<file path="src/design/adc_win_pkg.sv">
/*
 * Constants and carrier types for the converter window detector and input selector.
 * Assumes an 8-bit special-function register port and a 16-bit conversion word.
 */
package adc_win_pkg;
	// register addresses in the special-function register space
	localparam logic [7:0] CHSEL_ADDR = 8'hBB;
	localparam logic [7:0] UPLO_ADDR = 8'hC3;
	localparam logic [7:0] UPHI_ADDR = 8'hC4;
	localparam logic [7:0] LOLO_ADDR = 8'hC5;
	localparam logic [7:0] LOHI_ADDR = 8'hC6;
	// values after reset
	localparam logic [4:0] CHSEL_RST = 5'h1F;
	localparam logic [7:0] UPLO_RST = 8'hFF;
	localparam logic [7:0] UPHI_RST = 8'hFF;
	localparam logic [7:0] LOLO_RST = 8'h00;
	localparam logic [7:0] LOHI_RST = 8'h00;
	// field positions
	localparam int CODE_LSB = 0;
	localparam int CODE_MSB = 4;
	localparam int RESULT_BITS = 10;
	// positive input codes
	localparam logic [4:0] CODE_P0_LAST = 5'h07;
	localparam logic [4:0] CODE_P1_FIRST = 5'h0C;
	localparam logic [4:0] CODE_P1_LAST = 5'h0F;
	localparam logic [4:0] CODE_P2_FIRST = 5'h10;
	localparam logic [4:0] CODE_P2_LAST = 5'h13;
	localparam logic [4:0] CODE_TEMP = 5'h1B;
	localparam logic [4:0] CODE_VBAT = 5'h1C;
	localparam logic [4:0] CODE_VREG = 5'h1D;
	localparam logic [4:0] CODE_VDC = 5'h1E;
	localparam logic [4:0] CODE_GND = 5'h1F;

	typedef enum logic [3:0] {
		SRC_PORT0 = 4'h0,
		SRC_PORT1 = 4'h1,
		SRC_PORT2 = 4'h2,
		SRC_TEMP = 4'h3,
		SRC_VBAT = 4'h4,
		SRC_VREG = 4'h5,
		SRC_VDC = 4'h6,
		SRC_GND = 4'h7,
		SRC_RSVD = 4'h8
	} mux_source_t;

	typedef struct packed {
		logic wr;
		logic rd;
		logic [7:0] addr;
		logic [7:0] wdata;
	} sfr_req_t;

	typedef struct packed {
		mux_source_t src;
		logic [2:0] pin;
	} mux_sel_t;

	typedef struct packed {
		logic [4:0] code;
		logic [15:0] upper;
		logic [15:0] lower;
		logic flag;
		logic [7:0] rdata;
		mux_sel_t mux;
		logic sensor_hiz;
	} state_t;
endpackage

</file>
<file path="src/design/adc_window_compare_and_input_select.sv">
/*
 * Window comparator and positive-input selector around a single-ended converter.
 * Assumes a synchronous special-function register port (one-cycle read and write strobes),
 * a one-cycle result_valid pulse from the converter, and a one-cycle flag clear strobe
 * from the converter control register that lives outside this block.
 */
// Summary of operation
// RULE_01 - upper limit low byte, read/write, resets ones
// RULE_02 - lower limit bytes read/write, reset to zero
// RULE_03 - software zeroes low bytes in 8-bit mode
// RULE_04 - inside window: above upper and below lower
// RULE_05 - outside window: below lower or above upper
// RULE_06 - result is unsigned, zero means ground
// RULE_07 - five-bit channel code, resets to ground code
// RULE_08 - port pin codes decode, gaps reserved
// RULE_09 - internal sources and ground at top codes
// RULE_10 - channel register bits 7:5 read zero
// RULE_11 - sensor output high impedance while disabled
// RULE_12 - software selects and enables sensor together
// RULE_13 - upper limit high byte, read/write
// RULE_14 - window flag read or polled by control
// RULE_15 - limit order chooses inside or outside mode
// RULE_16 - compare on result update, flag sticky
`timescale 1ns/1ns
module adc_window_compare_and_input_select #(
	parameter int DATA_W = 16
) (
	input wire logic clock, // system clock
	input wire logic rstn, // asynchronous reset, active low
	input wire adc_win_pkg::sfr_req_t sfr_req, // register strobes, address, write data
	output logic [7:0] sfr_rdata, // read data, valid the cycle after rd
	input wire logic result_valid, // conversion word updated this cycle
	input wire logic [DATA_W-1:0] result_word, // high byte and low byte of the result
	input wire logic flag_clear, // software clears the window flag
	input wire logic temp_sensor_enable, // sensor enable bit from reference control
	output logic window_hit_flag, // sticky window flag
	output adc_win_pkg::mux_sel_t analog_input_mux, // decoded positive input
	output logic sensor_hiz // sensor output left floating
);
	// refuse widths that the byte-wide limit registers cannot serve
	if (DATA_W != 16) begin : g_bad_width
		$error("DATA_W must be 16");
	end

	adc_win_pkg::state_t st_ff;
	adc_win_pkg::state_t nxt_st;
	logic inside_mode;
	logic hit;

	// window compare on the fresh result word
	always_comb begin
		inside_mode = st_ff.lower > st_ff.upper; // RULE_15
		if (inside_mode) begin
			hit = (result_word > st_ff.upper) && (result_word < st_ff.lower); // RULE_04 RULE_06
		end else begin
			hit = (result_word < st_ff.lower) || (result_word > st_ff.upper); // RULE_05 RULE_06
		end
	end

	// next state: register writes, reads, flag and mux decode
	always_comb begin
		nxt_st = st_ff;
		if (sfr_req.wr) begin
			unique case (sfr_req.addr)
				adc_win_pkg::CHSEL_ADDR: nxt_st.code = sfr_req.wdata[4:0]; // RULE_07 RULE_10
				adc_win_pkg::UPLO_ADDR: nxt_st.upper[7:0] = sfr_req.wdata; // RULE_01
				adc_win_pkg::UPHI_ADDR: nxt_st.upper[15:8] = sfr_req.wdata; // RULE_13
				adc_win_pkg::LOLO_ADDR: nxt_st.lower[7:0] = sfr_req.wdata; // RULE_02
				adc_win_pkg::LOHI_ADDR: nxt_st.lower[15:8] = sfr_req.wdata; // RULE_02
				default: ;
			endcase
		end
		if (sfr_req.rd) begin
			unique case (sfr_req.addr)
				adc_win_pkg::CHSEL_ADDR: nxt_st.rdata = {3'h0, st_ff.code}; // RULE_10
				adc_win_pkg::UPLO_ADDR: nxt_st.rdata = st_ff.upper[7:0]; // RULE_01
				adc_win_pkg::UPHI_ADDR: nxt_st.rdata = st_ff.upper[15:8]; // RULE_13
				adc_win_pkg::LOLO_ADDR: nxt_st.rdata = st_ff.lower[7:0]; // RULE_02
				adc_win_pkg::LOHI_ADDR: nxt_st.rdata = st_ff.lower[15:8]; // RULE_02
				default: nxt_st.rdata = 8'h00;
			endcase
		end
		// a hit in the clearing cycle wins over the clear
		if (result_valid && hit) begin
			nxt_st.flag = 1'b1; // RULE_16 RULE_14
		end else if (flag_clear) begin
			nxt_st.flag = 1'b0;
		end
		// decode the held channel code
		nxt_st.mux.pin = 3'h0;
		if (st_ff.code <= adc_win_pkg::CODE_P0_LAST) begin
			nxt_st.mux.src = adc_win_pkg::SRC_PORT0; // RULE_08
			nxt_st.mux.pin = st_ff.code[2:0];
		end else if (st_ff.code >= adc_win_pkg::CODE_P1_FIRST &&
			st_ff.code <= adc_win_pkg::CODE_P1_LAST) begin
			nxt_st.mux.src = adc_win_pkg::SRC_PORT1; // RULE_08
			nxt_st.mux.pin = {1'b1, st_ff.code[1:0]};
		end else if (st_ff.code >= adc_win_pkg::CODE_P2_FIRST &&
			st_ff.code <= adc_win_pkg::CODE_P2_LAST) begin
			nxt_st.mux.src = adc_win_pkg::SRC_PORT2; // RULE_08
			nxt_st.mux.pin = {1'b0, st_ff.code[1:0]};
		end else if (st_ff.code == adc_win_pkg::CODE_TEMP) begin
			nxt_st.mux.src = adc_win_pkg::SRC_TEMP; // RULE_09
		end else if (st_ff.code == adc_win_pkg::CODE_VBAT) begin
			nxt_st.mux.src = adc_win_pkg::SRC_VBAT; // RULE_09
		end else if (st_ff.code == adc_win_pkg::CODE_VREG) begin
			nxt_st.mux.src = adc_win_pkg::SRC_VREG; // RULE_09
		end else if (st_ff.code == adc_win_pkg::CODE_VDC) begin
			nxt_st.mux.src = adc_win_pkg::SRC_VDC; // RULE_09
		end else if (st_ff.code == adc_win_pkg::CODE_GND) begin
			nxt_st.mux.src = adc_win_pkg::SRC_GND; // RULE_09
		end else begin
			nxt_st.mux.src = adc_win_pkg::SRC_RSVD; // RULE_08
		end
		nxt_st.sensor_hiz = !temp_sensor_enable; // RULE_11
	end

	// single state register
	always_ff @(posedge clock or negedge rstn) begin
		if (!rstn) begin
			st_ff.code <= adc_win_pkg::CHSEL_RST; // RULE_07
			st_ff.upper <= {adc_win_pkg::UPHI_RST, adc_win_pkg::UPLO_RST}; // RULE_01
			st_ff.lower <= {adc_win_pkg::LOHI_RST, adc_win_pkg::LOLO_RST}; // RULE_02
			st_ff.flag <= 1'b0;
			st_ff.rdata <= 8'h00;
			st_ff.mux.src <= adc_win_pkg::SRC_GND;
			st_ff.mux.pin <= 3'h0;
			st_ff.sensor_hiz <= 1'b1;
		end else begin
			st_ff <= nxt_st;
		end
	end

	// outputs straight from the state register
	assign sfr_rdata = st_ff.rdata;
	assign window_hit_flag = st_ff.flag;
	assign analog_input_mux = st_ff.mux;
	assign sensor_hiz = st_ff.sensor_hiz;

	// checks next to the logic
	property p_inside_hit;
		@(posedge clock) disable iff (!rstn)
		result_valid && (st_ff.lower > st_ff.upper) && (result_word > st_ff.upper) &&
			(result_word < st_ff.lower) |=> window_hit_flag;
	endproperty
	a_inside_hit: assert property (p_inside_hit) else $error("inside hit not flagged"); // RULE_04

	property p_outside_hit;
		@(posedge clock) disable iff (!rstn)
		result_valid && !(st_ff.lower > st_ff.upper) &&
			((result_word < st_ff.lower) || (result_word > st_ff.upper)) |=> window_hit_flag;
	endproperty
	a_outside_hit: assert property (p_outside_hit) else $error("outside hit not flagged"); // RULE_05

	property p_mode_select;
		@(posedge clock) disable iff (!rstn)
		result_valid && (st_ff.lower > st_ff.upper) && (result_word <= st_ff.upper) &&
			!flag_clear && !window_hit_flag |=> !window_hit_flag;
	endproperty
	a_mode_select: assert property (p_mode_select) else $error("inside mode flagged low word"); // RULE_15

	property p_flag_sticky;
		@(posedge clock) disable iff (!rstn)
		window_hit_flag && !flag_clear |=> window_hit_flag [*1] ##0 $stable(window_hit_flag);
	endproperty
	a_flag_sticky: assert property (p_flag_sticky) else $error("flag dropped without clear"); // RULE_16

	property p_flag_clear;
		@(posedge clock) disable iff (!rstn)
		flag_clear && !result_valid |=> !window_hit_flag;
	endproperty
	a_flag_clear: assert property (p_flag_clear) else $error("flag clear ignored"); // RULE_14

	property p_chsel_read;
		@(posedge clock) disable iff (!rstn)
		sfr_req.wr && (sfr_req.addr == adc_win_pkg::CHSEL_ADDR) ##1
			sfr_req.rd && (sfr_req.addr == adc_win_pkg::CHSEL_ADDR)
			|=> sfr_rdata == {3'h0, $past(sfr_req.wdata[4:0], 2)};
	endproperty
	a_chsel_read: assert property (p_chsel_read) else $error("channel read back wrong"); // RULE_10

	property p_upper_low_write;
		@(posedge clock) disable iff (!rstn)
		sfr_req.wr && (sfr_req.addr == adc_win_pkg::UPLO_ADDR) ##1
			sfr_req.rd && (sfr_req.addr == adc_win_pkg::UPLO_ADDR)
			|=> sfr_rdata == $past(sfr_req.wdata, 2);
	endproperty
	a_upper_low_write: assert property (p_upper_low_write) else $error("upper low byte lost"); // RULE_01

	property p_temp_decode;
		@(posedge clock) disable iff (!rstn)
		sfr_req.wr && (sfr_req.addr == adc_win_pkg::CHSEL_ADDR) &&
			(sfr_req.wdata[4:0] == adc_win_pkg::CODE_TEMP)
			|=> ##1 analog_input_mux.src == adc_win_pkg::SRC_TEMP;
	endproperty
	a_temp_decode: assert property (p_temp_decode) else $error("sensor code not decoded"); // RULE_09

	property p_sensor_hiz;
		@(posedge clock) disable iff (!rstn)
		!temp_sensor_enable |=> sensor_hiz;
	endproperty
	a_sensor_hiz: assert property (p_sensor_hiz) else $error("sensor driven while disabled"); // RULE_11

	c_inside_hit: cover property (@(posedge clock) disable iff (!rstn)
		result_valid && (st_ff.lower > st_ff.upper) && hit);
	c_outside_hit: cover property (@(posedge clock) disable iff (!rstn)
		result_valid && (st_ff.lower < st_ff.upper) && hit);
	c_hit_on_clear: cover property (@(posedge clock) disable iff (!rstn)
		result_valid && hit && flag_clear);
	c_temp_measure: cover property (@(posedge clock) disable iff (!rstn)
		(analog_input_mux.src == adc_win_pkg::SRC_TEMP) && !sensor_hiz);
endmodule

</file>
<file path="config.mk">
export PLATFORM = sky130hd
export DESIGN_NAME = adc_window_compare_and_input_select
export DESIGN_NICKNAME = d
export VERILOG_FILES = /design/src/design/adc_win_pkg.sv /design/src/design/adc_window_compare_and_input_select.sv
export SDC_FILE = /design/constraint.sdc
export NUM_CORES = 1
export LEC_CHECK = 0
export BUFFER_PORTS_ARGS = -buffer_cell sky130_fd_sc_hd__buf_2
export CORE_MARGIN = 2
export CORE_UTILIZATION = 45
export CTS_CLUSTER_DIAMETER = 40
export DETAILED_ROUTE_END_ITERATION = 16
export PLACE_DENSITY = 0.62
export SYNTH_ARGS = -nofsm -noshare
export SYNTH_HDL_FRONTEND = slang
export SYNTH_SLANG_ARGS = --single-unit
export TNS_END_PERCENT = 50
</file>
<file path="constraint.sdc">
create_clock -name clock -period 6.8 [get_ports clock]
set_input_delay 0.68 -clock clock [delete_from_list [all_inputs] [get_ports clock]]
set_output_delay 0.68 -clock clock [all_outputs]
set_load 0.02 [all_outputs]
</file>
==> out/summary.md <==
• 6470 um — HPWL after DPL
• 38.1% — Final period util
• 0.31 ns — source-to-sink clock delay at the later pin of the worst-skew pair
• 466 — NumNets Final
• 20.2% — share of the synthesized area in the top cell type
• 2,622 — via count of the first global-routing pass
• 0.10 ns — CTS clk-pin slew, worst paths
• 8 — Register-to-Register Path Depth
• sky130_fd_sc_hd__dfrtp_1 20%, sky130_fd_sc_hd__dfstp_2 18%, sky130_fd_sc_hd__ha_1 16%, sky130_fd_sc_hd__mux2_2 12%, sky130_fd_sc_hd__inv_1 4.0% — Area contributors post-synth
• 38.5% — worst relative slew slack
• 16.7 um — DR WL/cell
• 5 — CTS Buf Count
• 0 — overflow left after global routing
• sky130_fd_sc_hd__nor4_2 — Critical Path Slowest Stage Cell
• sfr_req[12] — startpoint of the most critical setup path
• buf_2, nor4_2, and4b_1, nand2_1, mux2_2 — ordered list of cells on the worst path
• 0 — initial antenna violation count
• 154 — First DRT Iteration DRCs
• 29.9% — Sw Ratio
• 55 — number of input and output port buffers inserted
• 0.689 mW — overall power of the completed layout
• st_ff[47]$_DFFE_PN1P_ — Reg-to-Reg Start
• sky130_fd_sc_hd__buf_2 — most common cell after layout, fill and taps aside
• 0.482 mW — internal power contribution
• in2reg — crit path kind
• 0 — Max-cap violations
• 0 — setup fix buffers added after clock tree synthesis
• 55 — maximum number of pins on one net before global-route repair
• 1.80 nW — leakage power of the design
• 52.0% — register share of total power
• 4.37 ns — Reg2Reg Setup Slack
• 0 — count of flip-flops with a built-in enable after synthesis
• 2 — depth of the CTS H-tree
• 0 — final slew viol count
• 32 — floorplan row count
• 16.4% — adder-cell area share of the yosys netlist
• 10.9% — fraction of the mapped netlist area in simple logic gates
• sky130_fd_sc_hd__dfrtp_1 — largest area contributor in the netlist
• 35.2% — share of final-layout standard cells stronger than drive strength 1
• 2,687 — total via count in the routed design
• input pin — startpoint type of the worst setup path
• 93.3 um — width of the chip
• 10.0% — area delta synth->final
• flip-flop — type of element capturing the critical path
• 5 — number of detailed-route iterations in the first pass
• 0 — antenna-violating nets left
• 0.0000933 V — maximum vdd drop
• 0.206 mW — switching power
• 0 — antenna diode count
• 424 — net count after synthesis
• 0 — post-detailed-route DRC marker count
• done — clock tree from TritonCTS
• 11 — Critical Path Fanout Max
• 0 ns — Setup TNS Final
• 0 — count of warnings emitted by yosys
• 7730 um2 — placeable core area
• window_hit_flag$_DFFE_PN0P_ — reg2reg end
• 13,100 um — wire length of the first global-routing pass
• 46.5% — initial cell density of the core
• 55 x sky130_fd_sc_hd__buf_2, 47 x sky130_fd_sc_hd__ha_1, 38 x sky130_fd_sc_hd__inv_1 — top library cells by usage in the layout, fill and taps aside
• 21.1% — Gate power share
• 0 — total of endpoints with negative setup slack in the final report
• 100% — Synth async-reset ratio
• 56 — # IOs
• 0 — number of buffers added to fix hold violations after cts
• 3590 um2 — synthesized area
• 0.00708 ns — Worst Clk Skew
• 8080 um — Total Routed Length
• sky130_fd_sc_hd__dfrtp_1 — leading register cell type out of synthesis
• 38.5% — sequential element share of the synthesized area
• in2reg — Hold/Removal Path Class
• 2.59 ns — post-layout minimum cycle time
• adder cells — largest family of logic cells by synthesized area
• 54 — clk sinks
• 0 — number of hold violations in the final report
• 338 — Post-Synthesis Cells
• finished clean — result of the run
• 54 — Yosys reg bits
• simple AND/OR/NAND/NOR gates — delay-heaviest family, CP
• 726 — fill count
• 5 — number of cells on the critical path
• 14.6% — fraction of the mapped netlist area in compound gates
• 2.79 ns — arrival time of data at the critical path endpoint
• 26.9% — Clk pwr share
• 11.6% — post-synthesis mux area share
• 93.3 um — vertical die dimension
• sky130_fd_sc_hd__clkbuf_8 — CTS Root Buffer Type
• 2 — Bufs on Longest Clock Path
• st_ff[31]$_DFFE_PN0P_ — timing endpoint of the critical path
• no — unrepaired setup endpoints after global routing
• 0.80 ns — worst stage delay on the critical path
• 19.3% — GR Util All Layers
• 8710 um2 — DIE AREA
• 0% — post-synthesis share of cell area spent on xor and xnor gates
• 0.834 — final RePlAce weighted congestion
• 7.00 ns — required arrival time at the worst endpoint
• 0.915 ns — transition time at the pin with the least slew margin
• 174 nW/um2 — power per unit of standard cell area
• 0.386 GHz — highest clock rate
• 5.56 — vias per cell
• 0 — number of resized instances in the post-cts repair step
• 10.6 um2 — Synth Area per Inst
• 1 — number of buffers and inverters on the critical path
• 45 — library cells used by synthesis
[cell families (layout without fill, tap and decap cells)]
| kind of cell | Yosys count | after routing |
|---|---|---|
| compound gates | 75 | 75 |
| fa+ha+maj | 47 | 47 |
| buf+inv | 59 | 102 |
| flops | 54 | 54 |
| mux | 37 | 37 |
| simple gates | 66 | 66 |
[worst register-to-register path: stages (launching register included)]
cell and delay [ns]:
sky130_fd_sc_hd__dfstp_2 0.56, sky130_fd_sc_hd__inv_1 0.06, sky130_fd_sc_hd__ha_1 0.32, sky130_fd_sc_hd__nand4_1 0.18, sky130_fd_sc_hd__or4_1 0.61, sky130_fd_sc_hd__or2_0 0.25
sky130_fd_sc_hd__o31a_1 0.13, sky130_fd_sc_hd__nor3_2 0.13, sky130_fd_sc_hd__o211ai_2 0.08
[metal layers]
metal  global-route usage, %  vias up  wire [um]
met3                    2.90        9        300
met5                       0        -          0
li1                        -     1312          -
met2                    32.4       55       4000
met4                    3.31        0         55
met1                    26.8     1311       3720
[layout make-up]
type | instances | area, um2 | area share (%)
multi-input combinational | 225 | 1920 | 48.6
sequential | 54 | 1380 | 35.0
timing repair buffer | 56 | 283 | 7.16
inverter | 38 | 143 | 3.61
tap | 102 | 128 | 3.23
clock buffer | 5 | 68.8 | 1.74
clock inverter | 3 | 25.0 | 0.634
[sequential cells by signal, indices dropped and copies added, names as in the netlist]
signal,cells
st_ff,37
window_hit_flag,1
sensor_hiz,1
analog_input_mux,7
sfr_rdata,8
[worst min-delay path by stage]
stage / start / end / depth (start not counted)
after floorplan: rstn / analog_input_mux[0]$_DFF_PN0_ / 0
after global placement: window_hit_flag$_DFFE_PN0P_ / window_hit_flag$_DFFE_PN0P_ / 2
after detailed placement: window_hit_flag$_DFFE_PN0P_ / window_hit_flag$_DFFE_PN0P_ / 2
after CTS: temp_sensor_enable / sensor_hiz$_DFF_PN1_ / 2
after global routing: temp_sensor_enable / sensor_hiz$_DFF_PN1_ / 2
final: temp_sensor_enable / sensor_hiz$_DFF_PN1_ / 2
[power by group through the flow]
stage / Sequential, mW / Combinational (mW) / Clock, mW
after floorplan: 0.360 / 0.0997 / 0
after global placement: 0.363 / 0.141 / 0
after detailed placement: 0.364 / 0.146 / 0
after CTS: 0.358 / 0.147 / 0.191
after global routing: 0.360 / 0.165 / 0.204
final: 0.358 / 0.145 / 0.185
[synth_stat cells (2+ instances only)]
cell type,n
sky130_fd_sc_hd__and4b_1,2
sky130_fd_sc_hd__o211ai_1,3
sky130_fd_sc_hd__nor2_1,12
sky130_fd_sc_hd__ha_1,47
sky130_fd_sc_hd__and3_1,4
sky130_fd_sc_hd__o22ai_1,4
sky130_fd_sc_hd__nand2b_1,2
sky130_fd_sc_hd__dfstp_2,25
sky130_fd_sc_hd__buf_4,17
sky130_fd_sc_hd__mux2_2,37
sky130_fd_sc_hd__nand4_1,7
sky130_fd_sc_hd__o21ai_0,9
sky130_fd_sc_hd__nor2b_1,4
sky130_fd_sc_hd__dfrtp_1,29
sky130_fd_sc_hd__a221oi_1,5
sky130_fd_sc_hd__clkbuf_1,3
sky130_fd_sc_hd__a21boi_0,3
sky130_fd_sc_hd__a22oi_1,5
sky130_fd_sc_hd__a221o_1,2
sky130_fd_sc_hd__nand2_1,14
sky130_fd_sc_hd__inv_1,38
sky130_fd_sc_hd__a222oi_1,3
sky130_fd_sc_hd__a21oi_1,25
sky130_fd_sc_hd__a21o_1,5
sky130_fd_sc_hd__o2bb2ai_1,5
sky130_fd_sc_hd__nand3_1,6
sky130_fd_sc_hd__and4_1,3
sky130_fd_sc_hd__nand2_4,2
[metrics by stage]
stage,cells,hold slack [ns],area [um2],setup slack [ns],utilization [%]
floorplan,338,0.384,3590,4.52,-
global placement,475,0.490,3860,3.99,49.9
detailed placement,475,0.495,3860,3.94,49.9
CTS,483,0.453,3950,4.24,51.1
global route,483,0.443,3950,3.97,51.1
finish,483,0.463,3950,4.21,51.1
Power figures use the tool's default switching activity.
